### config.mk
export PLATFORM = sky130hd
export DESIGN_NAME = isps_core
export DESIGN_NICKNAME = d
export VERILOG_FILES = /design/src/isps_pkg.sv /design/src/isps_chan_state.sv /design/src/isps_core.sv /design/src/isps_rsp_fmt.sv
export VERILOG_INCLUDE_DIRS = /design/src
export SDC_FILE = /design/constraint.sdc
export NUM_CORES = 1
export LEC_CHECK = 0
export ABC_CLOCK_PERIOD_IN_PS = 2350
export BUFFER_PORTS_ARGS = -buffer_cell sky130_fd_sc_hd__clkbuf_2
export CORE_ASPECT_RATIO = 0.7
export CORE_MARGIN = 4
export CORE_UTILIZATION = 30
export CTS_CLUSTER_SIZE = 28
export DETAILED_ROUTE_END_ITERATION = 10
export HOLD_SLACK_MARGIN = 0.05
export PLACE_DENSITY = 0.62
export RECOVER_POWER = 25
export SLEW_MARGIN = 20
export SYNTH_ARGS = -nofsm -noshare
export SYNTH_HDL_FRONTEND = slang
export SYNTH_HIERARCHICAL = 1
export SYNTH_SLANG_ARGS = --single-unit
### constraint.sdc
create_clock -name clk_i -period 2.35 [get_ports clk_i]
set_input_delay 0.1175 -clock clk_i [delete_from_list [all_inputs] [get_ports clk_i]]
set_output_delay 0.1175 -clock clk_i [all_outputs]
set_load 0.01 [all_outputs]
### src/isps_consts.svh
/*
 * constants of the initial-state / package-select command block:
 * command codes, channel id fields, response codes, register map.
 * assumes it is included by bare name after the package.
 */
`ifndef ISPS_CONSTS_SVH
`define ISPS_CONSTS_SVH

// channel count and index width
`define ISPS_NUM_CHAN      4
`define ISPS_CH_W          2

// command and response type codes
`define ISPS_CMD_CLR_INIT  8'h00
`define ISPS_CMD_SEL_PKG   8'h01
`define ISPS_RSP_CLR_INIT  8'h80
`define ISPS_RSP_SEL_PKG   8'h81
`define ISPS_RSP_FLAG      8'h80

// channel id subfields
`define ISPS_PKG_HI        7
`define ISPS_PKG_LO        5
`define ISPS_ICH_HI        4
`define ISPS_ICH_LO        0
`define ISPS_ICH_PKG       5'h1F

// response and reason codes
`define ISPS_CODE_OK       16'h0000
`define ISPS_CODE_FAIL     16'h0001
`define ISPS_REASON_NONE   16'h0000
`define ISPS_REASON_INIT   16'h0001

// feature control byte bits
`define ISPS_FEAT_ARB_DIS  0
`define ISPS_FEAT_DLY_OK   1

// register byte offsets
`define ISPS_OFF_CTRL      12'h000
`define ISPS_OFF_STATUS    12'h004
`define ISPS_OFF_LASTRSP   12'h008

// control register fields and reset values
`define ISPS_CTRL_ARBCAP   0
`define ISPS_CTRL_PKG_HI   10
`define ISPS_CTRL_PKG_LO   8
`define ISPS_CTRL_FORCE    16
`define ISPS_ARBCAP_RST    1'b1
`define ISPS_PKG_RST       3'h0

// status register fields
`define ISPS_ST_SEL        0
`define ISPS_ST_ARBDIS     1
`define ISPS_ST_DLYOK      2
`define ISPS_ST_INIT_LO    8

`endif

### src/isps_pkg.sv
/*
 * types of the initial-state / package-select command block.
 * assumes nothing beyond a systemverilog compiler.
 */
package isps_pkg;

    // one parsed command from the header parser
    typedef struct packed {
        logic       valid;     // one-cycle strobe
        logic [7:0] chan_id;   // package id and internal channel
        logic [7:0] cmd_type;  // command type
        logic [7:0] iid;       // instance id
        logic [7:0] features;  // first payload byte
    } isps_cmd_s;

    // one response towards the frame builder
    typedef struct packed {
        logic        valid;    // one-cycle strobe
        logic [7:0]  rsp_type; // response type
        logic [7:0]  chan_id;  // echoed channel id
        logic [7:0]  iid;      // echoed instance id
        logic [31:0] word16;   // frame bytes 16..19
    } isps_rsp_s;

    // a command handed on to other handlers
    typedef struct packed {
        logic       valid;     // one-cycle strobe
        logic       retry;     // same instance id as last time
        isps_cmd_s  cmd;       // the command itself
    } isps_fwd_s;

endpackage

### src/isps_chan_state.sv
/*
 * per-channel state: initial-state flag and instance id tracker.
 * assumes one instance per channel and one clock with sync reset.
 */
`timescale 1ns/1ps
`default_nettype none

module isps_chan_state
(
    input  wire logic       clk_i,      // system clock
    input  wire logic       reset_i,    // sync reset, active high
    input  wire logic       force_i,    // internal condition forces initial state
    input  wire logic       clear_i,    // clear initial state for this channel
    input  wire logic       take_i,     // command accepted for this channel
    input  wire logic [7:0] iid_i,      // instance id of that command
    output logic            initial_o,  // channel is in initial state
    output logic            retry_o     // iid_i repeats the last instance
);

    logic       init_reg;       // initial-state flag
    logic       last_vld_reg;   // last instance id is known
    logic [7:0] last_iid_reg;   // last instance id seen

    // initial state is entered at reset and on the internal condition
    always_ff @(posedge clk_i)
    begin
        if (reset_i)
            init_reg <= 1'b1;
        else if (force_i)
            init_reg <= 1'b1;
        else if (clear_i)
            init_reg <= 1'b0;
    end

    // a clear or force makes the next instance id a new one
    always_ff @(posedge clk_i)
    begin
        if (reset_i)
            last_vld_reg <= 1'b0;
        else if (clear_i || force_i)
            last_vld_reg <= 1'b0;
        else if (take_i)
            last_vld_reg <= 1'b1;
    end

    // remember the id of each accepted command
    always_ff @(posedge clk_i)
    begin
        if (reset_i)
            last_iid_reg <= 8'h00;
        else if (take_i)
            last_iid_reg <= iid_i;
    end

    assign initial_o = init_reg;
    assign retry_o   = last_vld_reg && (iid_i == last_iid_reg);

endmodule

`default_nettype wire

### src/isps_core.sv
/*
 * initial-state and package-select command handling for one package
 * of a sideband network controller, with an apb register port.
 * assumes commands arrive parsed and checksum-checked, one per cycle
 * at most, and that deselect and channel enable live elsewhere.
 */
`timescale 1ns/1ps
`include "isps_consts.svh"
`default_nettype none

module isps_core
    import isps_pkg::*;
(
    input  wire logic                     clk_i,          // 40 mhz clock
    input  wire logic                     reset_i,        // sync reset, active high
    input  wire logic                     psel_i,         // apb select
    input  wire logic                     penable_i,      // apb enable
    input  wire logic                     pwrite_i,       // apb write
    input  wire logic [11:0]              paddr_i,        // apb byte address
    input  wire logic [31:0]              pwdata_i,       // apb write data
    output logic      [31:0]              prdata_o,       // apb read data
    output logic                          pready_o,       // apb ready
    output logic                          pslverr_o,      // apb error
    input  wire isps_cmd_s                cmd_i,          // parsed command
    input  wire logic                     deselect_i,     // deselect done pulse
    input  wire logic                     internal_init_i, // internal reset condition
    input  wire logic                     tx_req_i,       // a packet is being sent
    input  wire logic [`ISPS_NUM_CHAN-1:0] chan_en_i,     // channel enabled
    input  wire logic [`ISPS_NUM_CHAN-1:0] chan_queued_i, // channel has packets
    output isps_rsp_s                     rsp_o,          // response out
    output isps_fwd_s                     fwd_o,          // command handed on
    output logic                          selected_o,     // package selected
    output logic                          tx_oe_o,        // output buffer enable
    output logic [`ISPS_NUM_CHAN-1:0]     chan_tx_o,      // channel may send
    output logic                          arb_bypass_o,   // arbitration in bypass
    output logic                          multi_sel_ok_o, // sharing bus is safe
    output logic                          delayed_ok_o,   // deferred reply allowed
    output logic [`ISPS_NUM_CHAN-1:0]     init_state_o    // channel initial state
);

    // registers
    logic                      selected_reg;   // package selected
    logic                      arb_dis_reg;    // arbitration disabled
    logic                      dly_ok_reg;     // deferred reply allowed
    logic                      arb_cap_reg;    // arbitration supported
    logic [2:0]                pkg_id_reg;     // our package id
    logic                      force_reg;      // software forced initial state
    logic                      pready_reg;     // apb ready flop
    logic                      pslverr_reg;    // apb error flop
    logic [31:0]               prdata_reg;     // apb read data flop
    logic [31:0]               lastrsp_reg;    // last response summary
    logic                      tx_oe_reg;      // output enable flop
    logic [`ISPS_NUM_CHAN-1:0] chan_tx_reg;    // per-channel send permission
    logic                      multi_reg;      // safe to share the bus
    isps_fwd_s                 fwd_reg;        // forwarded command flop

    // decode
    logic                      pkg_match;      // package id matches
    logic                      is_pkg;         // addressed to the package
    logic                      is_chan;        // addressed to a present channel
    logic                      addressed;      // command is for us
    logic [`ISPS_CH_W-1:0]     ch_idx;         // channel index
    logic                      force_all;      // force every channel initial
    logic [`ISPS_NUM_CHAN-1:0] init_vec;       // channel initial flags
    logic [`ISPS_NUM_CHAN-1:0] retry_vec;      // channel retry flags
    logic [`ISPS_NUM_CHAN-1:0] clear_vec;      // clear strobes
    logic [`ISPS_NUM_CHAN-1:0] take_vec;       // accepted command strobes
    logic                      rsp_valid;      // response due now
    logic [7:0]                rsp_type;       // response type
    logic [15:0]               rsp_code;       // response code
    logic [15:0]               rsp_reason;     // reason code
    logic                      fwd_valid;      // command handed on
    logic                      apb_access;     // apb access phase
    logic                      addr_ok;        // mapped address

    // address decode of the incoming command
    assign pkg_match = cmd_i.chan_id[`ISPS_PKG_HI:`ISPS_PKG_LO] == pkg_id_reg;
    assign is_pkg    = cmd_i.chan_id[`ISPS_ICH_HI:`ISPS_ICH_LO] == `ISPS_ICH_PKG;
    assign is_chan   = cmd_i.chan_id[`ISPS_ICH_HI:`ISPS_ICH_LO] < `ISPS_NUM_CHAN;
    assign ch_idx    = cmd_i.chan_id[`ISPS_CH_W-1:0];
    assign addressed = cmd_i.valid && pkg_match && (is_pkg || is_chan);
    assign force_all = internal_init_i || force_reg;

    // per-channel state, one instance per channel
    genvar g;
    generate
        for (g = 0; g < `ISPS_NUM_CHAN; g = g + 1)
        begin : g_chan
            // clear initial state only reads the header, no payload
            assign clear_vec[g] = addressed && is_chan && (ch_idx == g)
                                  && (cmd_i.cmd_type == `ISPS_CMD_CLR_INIT);
            assign take_vec[g]  = addressed && is_chan && (ch_idx == g) && !init_vec[g];

            isps_chan_state u_chan
            (
                .clk_i     (clk_i),
                .reset_i   (reset_i),
                .force_i   (force_all),
                .clear_i   (clear_vec[g]),
                .take_i    (take_vec[g]),
                .iid_i     (cmd_i.iid),
                .initial_o (init_vec[g]),
                .retry_o   (retry_vec[g])
            );

            // shared buffer: each channel still follows its own enable and queue
            always_ff @(posedge clk_i)
            begin
                if (reset_i)
                    chan_tx_reg[g] <= 1'b0;
                else
                    chan_tx_reg[g] <= selected_reg && chan_en_i[g] && chan_queued_i[g]
                                      && !init_vec[g];
            end
        end
    endgenerate

    // response decision for an addressed command
    always_comb
    begin
        rsp_valid  = 1'b0;
        rsp_type   = cmd_i.cmd_type | `ISPS_RSP_FLAG;
        rsp_code   = `ISPS_CODE_OK;
        rsp_reason = `ISPS_REASON_NONE;
        fwd_valid  = 1'b0;
        if (addressed)
        begin
            if (is_pkg && cmd_i.cmd_type == `ISPS_CMD_SEL_PKG)
            begin
                // select package, no command-specific reason
                rsp_valid = 1'b1;
                rsp_type  = `ISPS_RSP_SEL_PKG;
            end
            else if (is_chan && cmd_i.cmd_type == `ISPS_CMD_CLR_INIT)
            begin
                // clear initial state, no command-specific reason
                rsp_valid = 1'b1;
                rsp_type  = `ISPS_RSP_CLR_INIT;
            end
            else if (is_chan && init_vec[ch_idx])
            begin
                // channel still waits for clear initial state
                rsp_valid  = 1'b1;
                rsp_code   = `ISPS_CODE_FAIL;
                rsp_reason = `ISPS_REASON_INIT;
            end
            else
            begin
                // everything else goes to the other handlers
                fwd_valid = 1'b1;
            end
        end
    end

    // response register and frame word
    isps_rsp_fmt u_fmt
    (
        .clk_i    (clk_i),
        .reset_i  (reset_i),
        .valid_i  (rsp_valid),
        .type_i   (rsp_type),
        .chan_i   (cmd_i.chan_id),
        .iid_i    (cmd_i.iid),
        .code_i   (rsp_code),
        .reason_i (rsp_reason),
        .rsp_o    (rsp_o)
    );

    // forwarded command with retry flag from the channel tracker
    always_ff @(posedge clk_i)
    begin
        if (reset_i)
            fwd_reg <= '0;
        else
        begin
            fwd_reg.valid <= fwd_valid;
            fwd_reg.retry <= is_chan && retry_vec[ch_idx];
            fwd_reg.cmd   <= cmd_i;
        end
    end

    // package selected state
    always_ff @(posedge clk_i)
    begin
        if (reset_i)
            selected_reg <= 1'b0;
        else if (force_all)
            selected_reg <= 1'b0;
        else if (deselect_i)
            selected_reg <= 1'b0;
        else if (addressed)
            selected_reg <= 1'b1;
    end

    // arbitration and deferred-reply settings taken from select package
    always_ff @(posedge clk_i)
    begin
        if (reset_i)
        begin
            arb_dis_reg <= 1'b0;
            dly_ok_reg  <= 1'b0;
        end
        else if (addressed && is_pkg && cmd_i.cmd_type == `ISPS_CMD_SEL_PKG)
        begin
            // without arbitration support the bit is ignored, never an error
            arb_dis_reg <= arb_cap_reg ? cmd_i.features[`ISPS_FEAT_ARB_DIS] : 1'b1;
            dly_ok_reg  <= cmd_i.features[`ISPS_FEAT_DLY_OK];
        end
    end

    // output buffer: driven only while selected, tri-stated between packets
    always_ff @(posedge clk_i)
    begin
        if (reset_i)
            tx_oe_reg <= 1'b0;
        else
            tx_oe_reg <= selected_reg && tx_req_i;
    end

    // bus may be shared with other selected packages only under arbitration
    always_ff @(posedge clk_i)
    begin
        if (reset_i)
            multi_reg <= 1'b0;
        else
            multi_reg <= selected_reg && arb_cap_reg && !arb_dis_reg;
    end

    // last response summary for software
    always_ff @(posedge clk_i)
    begin
        if (reset_i)
            lastrsp_reg <= 32'h0000_0000;
        else if (rsp_valid)
            lastrsp_reg <= {rsp_type, cmd_i.iid, rsp_reason[7:0], rsp_code[7:0]};
    end

    // apb decode
    assign apb_access = psel_i && penable_i && !pready_reg;
    assign addr_ok    = (paddr_i == `ISPS_OFF_CTRL) || (paddr_i == `ISPS_OFF_STATUS)
                        || (paddr_i == `ISPS_OFF_LASTRSP);

    // apb ready: one wait state, then a one-cycle pready
    always_ff @(posedge clk_i)
    begin
        if (reset_i)
        begin
            pready_reg  <= 1'b0;
            pslverr_reg <= 1'b0;
        end
        else
        begin
            pready_reg  <= apb_access;
            pslverr_reg <= apb_access && !addr_ok;
        end
    end

    // control register writes
    always_ff @(posedge clk_i)
    begin
        if (reset_i)
        begin
            arb_cap_reg <= `ISPS_ARBCAP_RST;
            pkg_id_reg  <= `ISPS_PKG_RST;
        end
        else if (apb_access && pwrite_i && paddr_i == `ISPS_OFF_CTRL)
        begin
            arb_cap_reg <= pwdata_i[`ISPS_CTRL_ARBCAP];
            pkg_id_reg  <= pwdata_i[`ISPS_CTRL_PKG_HI:`ISPS_CTRL_PKG_LO];
        end
    end

    // software force of the internal condition, one-cycle pulse
    always_ff @(posedge clk_i)
    begin
        if (reset_i)
            force_reg <= 1'b0;
        else
            force_reg <= apb_access && pwrite_i && paddr_i == `ISPS_OFF_CTRL
                         && pwdata_i[`ISPS_CTRL_FORCE];
    end

    // read data, captured with pready
    always_ff @(posedge clk_i)
    begin
        if (reset_i)
            prdata_reg <= 32'h0000_0000;
        else if (apb_access && !pwrite_i)
        begin
            prdata_reg <= 32'h0000_0000;
            if (paddr_i == `ISPS_OFF_CTRL)
            begin
                prdata_reg[`ISPS_CTRL_ARBCAP]                   <= arb_cap_reg;
                prdata_reg[`ISPS_CTRL_PKG_HI:`ISPS_CTRL_PKG_LO] <= pkg_id_reg;
            end
            else if (paddr_i == `ISPS_OFF_STATUS)
            begin
                prdata_reg[`ISPS_ST_SEL]    <= selected_reg;
                prdata_reg[`ISPS_ST_ARBDIS] <= arb_dis_reg;
                prdata_reg[`ISPS_ST_DLYOK]  <= dly_ok_reg;
                prdata_reg[`ISPS_ST_INIT_LO +: `ISPS_NUM_CHAN] <= init_vec;
            end
            else if (paddr_i == `ISPS_OFF_LASTRSP)
                prdata_reg <= lastrsp_reg;
        end
    end

    // outputs straight from flops
    assign prdata_o       = prdata_reg;
    assign pready_o       = pready_reg;
    assign pslverr_o      = pslverr_reg;
    assign fwd_o          = fwd_reg;
    assign selected_o     = selected_reg;
    assign tx_oe_o        = tx_oe_reg;
    assign chan_tx_o      = chan_tx_reg;
    assign arb_bypass_o   = arb_dis_reg;
    assign multi_sel_ok_o = multi_reg;
    assign delayed_ok_o   = dly_ok_reg;
    assign init_state_o   = init_vec;

endmodule

`default_nettype wire

### src/isps_rsp_fmt.sv
/*
 * response formatter: packs code and reason into frame bytes 16..19
 * and registers the response. checksum and pad are added downstream.
 */
`timescale 1ns/1ps
`default_nettype none

module isps_rsp_fmt
    import isps_pkg::*;
(
    input  wire logic        clk_i,     // system clock
    input  wire logic        reset_i,   // sync reset, active high
    input  wire logic        valid_i,   // a response is due
    input  wire logic [7:0]  type_i,    // response type
    input  wire logic [7:0]  chan_i,    // channel id to echo
    input  wire logic [7:0]  iid_i,     // instance id to echo
    input  wire logic [15:0] code_i,    // response code
    input  wire logic [15:0] reason_i,  // reason code
    output isps_rsp_s        rsp_o      // registered response
);

    isps_rsp_s rsp_reg;   // response flop

    // code in the upper half, reason in the lower half
    always_ff @(posedge clk_i)
    begin
        if (reset_i)
            rsp_reg <= '0;
        else
        begin
            rsp_reg.valid    <= valid_i;
            rsp_reg.rsp_type <= type_i;
            rsp_reg.chan_id  <= chan_i;
            rsp_reg.iid      <= iid_i;
            rsp_reg.word16   <= {code_i, reason_i};
        end
    end

    assign rsp_o = rsp_reg;

endmodule

`default_nettype wire
## Yosys cells after proc, flatten, opt, wreduce, memory -nomap -nowiden

Cells that the tools add are included.

- Output and inout port bits: 139
- Flip-flop bits (word level): 196
- Logic and storage cells: 152
- Bits of input ports: 93

- Equality and inequality tests: 12
- Mux-type cells: 26
- $lt $le $gt $ge: 2
- Bitwise operators: 1
- Reductions and logical operators: 73

Operators by type and width:

| operator | count |
|---|---|
| $logic_and 1x1->1 | 47 |
| $eq 8x8->1 | 4 |
| $mux 32 | 1 |
| $mux 7 | 4 |
| $mux 21 | 1 |
| $mux 20 | 1 |
| $mux 1 | 13 |
| $eq 12x3->1 const B | 1 |
| $eq 12x4->1 const B | 1 |
| $logic_not 12->1 | 1 |
| $reduce_or 2->1 | 5 |
| $eq 8x1->1 const B | 1 |
| $logic_not 1->1 | 8 |
| $logic_not 8->1 | 1 |
| $logic_or 1x1->1 | 8 |
| $mux 3 | 2 |
| $eq 5x5->1 const B | 1 |
| $lt 5x3->1 const B | 1 |
| $mux 5 | 1 |
| $bmux 1 s2 | 2 |
| $eq 2x2->1 const B | 2 |
| $mux 4 | 1 |
| $reduce_or 4->1 | 1 |
| $eq 3x3->1 | 1 |
| 5 further kinds | 5 |

## Depth between registers and ports, before layout

- Word-level depth: 8
- Gate-level depth with buffers: 7
- Gate-level depth less buffers: 6

## Modules after synthesis

The synthesis kept the hierarchy.

By module, submodules not included:

| module | times used | area each (um^2) | cells each | seq. area each (um^2) |
|---|---|---|---|---|
| isps_core | 1 | 3,313.2 | 332 | 1,821.7 |
| isps_chan_state | 4 | 451.7 | 45 | 200.2 |
| isps_rsp_fmt | 1 | 1,552.7 | 120 | 1,141.1 |

## Least setup slack after synthesis

Ideal clock, no wire load.

- Kind: reg-to-reg
- Start: register g_chan[3].u_chan.init_reg
- End: register lastrsp_reg[16]
- Buffers on the path: 1
- Library setup time: 0.117 ns
- Clock period less this slack: 1.608 ns
- Arrival time: 1.491 ns
- Required time: 2.233 ns
- Path slack: 0.742 ns
- Stages on the path, launching flop included: 7
- Path through: dfxtp_1 mux4_2 nand2_1 o21ai_2 and2_1 buf_6 a22o_1

- Word-level cells in the longest chain between the ends: 7

RTL lines:

| element | line | source |
|---|---|---|
| from (decl) | isps_chan_state.sv:20 | `logic init_reg;` |
| from (signal assigned) | isps_chan_state.sv:28 | `init_reg <= 1'b1;` |
| from (signal assigned) | isps_chan_state.sv:30 | `init_reg <= 1'b1;` |
| from (signal assigned) | isps_chan_state.sv:32 | `init_reg <= 1'b0;` |
| $bmux 1 s2 | isps_core.sv:140 | `else if (is_chan && init_vec[ch_idx])` |
| $mux 1 (implied by the code) | isps_core.sv:140 |  |
| $logic_and 1x1->1 | isps_core.sv:140 |  |
| $mux 1 | isps_core.sv:140 |  |
| $mux 1 | isps_core.sv:134 | `` else if (is_chan && cmd_i.cmd_type == `ISPS_CMD_CLR_INIT) `` |
| $mux 1 | isps_core.sv:128 | `` if (is_pkg && cmd_i.cmd_type == `ISPS_CMD_SEL_PKG) `` |
| $mux 1 | isps_core.sv:126 | `if (addressed)` |
| via rsp_valid | isps_core.sv:68 | `logic rsp_valid;` |
| to (signal assigned) | isps_core.sv:235 | `lastrsp_reg <= {rsp_type, cmd_i.iid, rsp_reason[7:0], rsp_code[7:0]};` |
| to (decl) | isps_core.sv:51 | `logic [31:0] lastrsp_reg;` |

The timed path passes the listed nets, and every way through them passes these cells. The select of a mux whose other input is x is not followed.
A chain may end at the register's enable or synchronous reset.

## Worst setup path in the final report

- Start: input cmd_i[20] (netlist bit)
- End: register lastrsp_reg[24]

- Word-level cells in the longest chain between the ends: 5
- Elaborated cells between the ends (all ways): 10
- Those cells by class: 1 x eq/ne; 6 x mux; 3 x reduce/logical

RTL lines:

| element | line | source |
|---|---|---|
| from (decl) | isps_core.sv:24 | `input wire isps_cmd_s cmd_i,` |
| $logic_not 8->1 (no line) | -- |  |
| $logic_and 1x1->1 (no line) | -- |  |
| $mux 7 or $mux 1 (tied branches) | isps_core.sv:134 |  |
| $mux 7 or $mux 1 (tied branches) | isps_core.sv:128 |  |
| $mux 7 or $mux 1 (tied branches) | isps_core.sv:126 |  |

Several ways; a longest one is shown, not always the timed one.

==> results.txt <==
----------------------------------------------------
[Timing]
  Number of failing hold endpoints at the final stage ... 0
  Final worst clock skew ... between 0.009 and 0.01 ns
  Crit share post-route ... 87.63%
  Setup repair after global routing missed its margin ... no
  Final count of pins violating max slew ... 0
  Final min period ... 2.059 ns
  Setup Total Neg Slack ... 0 ns
  Max Freq ... between 400 and 500 MHz
  Final setup vio count ... 0
  Rel. slew slack ... 20.33%
  Transition time at the pin with the least slew margin ... between 1 and 1.5 ns
  Final setup slack of the worst path ... 0.2907 ns

[Synth]
  Synth cell types ... 45
  Most numerous cell types in the synthesized netlist ... 188 x sky130_fd_sc_hd__dfxtp_1, 91 x sky130_fd_sc_hd__nor2b_1, 72 x sky130_fd_sc_hd__nor2_1, 38 x sky130_fd_sc_hd__mux2i_1, 35 x sky130_fd_sc_hd__xnor2_1
  Number of instances in the synthesized netlist ... 632
  Top area cells in the synthesized netlist ... sky130_fd_sc_hd__dfxtp_1 56%, sky130_fd_sc_hd__nor2b_1 8.5%, sky130_fd_sc_hd__mux2i_1 5.7%
  Total standard cell area after synthesis ... 6673 µm²
  Dominant register cell in the synthesized netlist ... sky130_fd_sc_hd__dfxtp_1
  Async set-reset flop share out of synthesis ... 0%
  Synth Warn # ... 6
  Top cell type by total area after synthesis ... sky130_fd_sc_hd__dfxtp_1
  Share of the synthesized area in the top cell type ... 56.40%
  Count of flip-flops with a built-in enable after synthesis ... 0
  Most common cell in the synthesized netlist ... sky130_fd_sc_hd__dfxtp_1
  Synthesis-stage register bit count ... between 150 and 200
  Portion of the post-synthesis area used by sequential elements ... a little under three fifths
  Post-Syn Area per Cell ... ~11 µm²

[Route]
  Count of vias placed by the detailed router ... 5038
  Post-DRT Antenna Nets ... 0
  DRT iter0 DRCs ... 198
  Final wirelength ... 17240 µm
  Count of TritonRoute iterations in the first routing pass ... 4
  Post-DR wirelength/cell ... between 10 and 15 µm
  Detailed-route vias per instance ... between 4 and 5
  # DRC ... 0

[Clocking]
  Cell at the root of the clock tree ... sky130_fd_sc_hd__clkbuf_16
  Maximum buffer depth of the clock tree ... 2
  Level count of the clock H-tree ... 4
  Number of setup buffers added after CTS ... 0
  Insertion delay of the later-clocked pin in the worst-skew pair ... 0.43 ns
  PostCTS Resize Cnt ... 0
  Clk sinks ... about 190
  CTS tree ... done
  Clock slew at reported path FFs ... 0.07 ns
  Number of CTS-inserted buffers ... 17

[Floorplan]
  Initial Util ... 30.62%
  Chip Height ... 132.8 µm
  Die outline area ... 24730 µm²
  Number of ports placed on the die boundary ... 232
  Cell Rows ... 45
  Standard cell core area ... around 22000 µm²
  Width of the chip ... 186.3 µm

[Power]
  Peak ir drop on the vdd network ... 463.5 µV
  Areal power density over the cells ... 752.8 nW/µm²
  P_leak ... 3.697 nW

[Final layout]
  Total inserted antenna cells ... 0
  Layout filler cell count ... roughly 2100
  Combined area of the multi-input logic cells ... 2688 µm²
  Max FFs per register ... 57
  Sequential cell area ... 3764 µm²
  Area added between synthesis and finish ... 33.08%
  Nets@finish ... 982
  Fraction of layout instances using a drive strength above 1 ... between 20% and 30%
  Utilization after layout ... 40.75%

[Global route]
  Initial antenna violation count ... 0
  Wire length of the first global-routing pass ... ~26000 µm
  Vias in the first global route ... 4888
  Total GRT Usage ... approximately 14%
  Largest net degree at the start of global routing ... 54
  Global route total overflow ... 0

[Status]
  Run status ... finished, final reports clean

[Critical path]
  Cell at the slowest stage of the critical path ... sky130_fd_sc_hd__dlygate4sd3_1
  Worst Path Required ... between 2 and 3 ns
  Critical Path AT ... between 2 and 2.5 ns
  Category of the most critical setup path ... input port to flip-flop
  Kind of end point of the critical path ... flip-flop
  Maximum single-stage delay on the critical path ... 0.53 ns
  Maximum fanout encountered on the critical timing path ... 10
  Critical Path, Cell by Cell ... dlygate4sd3_1, clkbuf_2, nor4_1, nand2_1, o21ai_2, and2_1, a22o_1
  Worst Setup Start Kind ... input port

[Placement]
  Worst slack at placement ... 0.4018 ns
  Dpl hpwl ... 12100 µm
  Placer's final routability congestion estimate ... 0.7335
  Count of port buffers added during placement ... 195

[Worst hold path]
  Path class of the lowest-slack min-delay path ... input port to flip-flop

[Flow run]
  Maxcap violations ... 0

----------------------------------------------------
==> report_power, final <==
part           leakage, nW  internal (W)  switching (W)  total (W)
logic                 1.87      0.000213       0.000270   0.000483
clock network        0.289       0.00164        0.00127    0.00291
registers             1.54       0.00327      0.0000212    0.00329
==> cell families after synthesis <==
kind of cell,Yosys count,share of synthesized area (%)
mux,42,6.713
other cells,2,0.1125
simple gates,249,20.25
compound gates,59,6.376
xor+xnor,35,4.594
buf+inv,57,5.550
flops,188,56.40
==> area by class of cell <==
type	instances	share of cell area, %
multi-input cells	425	30.27
repair buffers	250	16.39
inverters	7	0.2959
well taps	282	3.974
flip-flops and latches	188	42.38
clock buffers	21	5.185
clock inverters	11	1.508
==> metrics by stage <==
stage	std cells	power, W	instance area [µm²]	hold WS [ns]
finish	1184	0.006684	8880	0.07899
global route	1184	0.006965	8880	0.07586
CTS	1184	0.006774	8916	0.06659
detailed placement	1112	0.003798	7921	0.3261
global placement	1112	0.003797	7921	0.3266
floorplan	670	0.003605	6815	0.1962
==> per-layer routing <==
metal | global-route usage [%] | vias up | wire length, µm
met5 | 0 | - | 0
met4 | 3.560 | 0 | 174
met3 | 5.606 | 17 | 1535
met2 | 21.29 | 173 | 7540
met1 | 17.65 | 2279 | 7995
li1 | - | 2569 | -
==> final timing paths <==
kind / start / end / slack, ns / depth (start not counted)
setup / recovery: cmd_i[20] / lastrsp_reg[24]$_SDFFE_PP0P_ / 0.29 / 7
hold / removal: internal_init_i / selected_o$_SDFFE_PP0N_ / 0.08 / 3
setup reg to reg: pkg_id_reg[0]$_SDFFE_PP0P_ / lastrsp_reg[30]$_SDFFE_PP0P_ / 0.42 / 5
hold reg to reg: prdata_o[2]$_SDFFE_PP0P_ / prdata_o[2]$_SDFFE_PP0P_ / 0.45 / 2
==> cells in the final DEF (no fill, tap or decap), types with 4 or more instances in the layout <==
master                          Yosys  final
sky130_fd_sc_hd__dlygate4sd3_1      0     40
sky130_fd_sc_hd__clkbuf_16          0     17
sky130_fd_sc_hd__o21ai_1            4      4
sky130_fd_sc_hd__nand2_1           21     21
sky130_fd_sc_hd__nor3_1            11     11
sky130_fd_sc_hd__clkbuf_2           0    183
sky130_fd_sc_hd__clkbuf_1          18     19
sky130_fd_sc_hd__clkinv_4           0      4
sky130_fd_sc_hd__nand3_1           11     11
sky130_fd_sc_hd__nor2b_1           91     91
sky130_fd_sc_hd__a22o_1            15     15
sky130_fd_sc_hd__xnor2_1           35     35
sky130_fd_sc_hd__nor2_1            72     72
sky130_fd_sc_hd__inv_1              7      7
sky130_fd_sc_hd__buf_4             12     10
sky130_fd_sc_hd__dfxtp_1          188    188
sky130_fd_sc_hd__a22oi_1           16     16
sky130_fd_sc_hd__nor2_2             5      5
sky130_fd_sc_hd__conb_1             2     40
sky130_fd_sc_hd__a21oi_1            9      9
sky130_fd_sc_hd__nor3_2             5      5
sky130_fd_sc_hd__mux2i_1           38     38
sky130_fd_sc_hd__nand4_1            9      9
sky130_fd_sc_hd__and3_1             4      4
sky130_fd_sc_hd__o21ai_0            7      7
==> worst max-delay path, delay by kind of cell <==
kind	cells	cell delay [ns]
AND/OR/NAND/NOR	3	1.14
buffers and inverters	2	0.67
AO/OA/AOI/OAI	2	0.49
==> what timing repair did <==
item                                   in CTS  in global routing
endpoints found under the hold margin      56                  0
hold buffers                               40                  0
setup endpoints to repair                   0                  0
(Power assumes the default switching activity.)
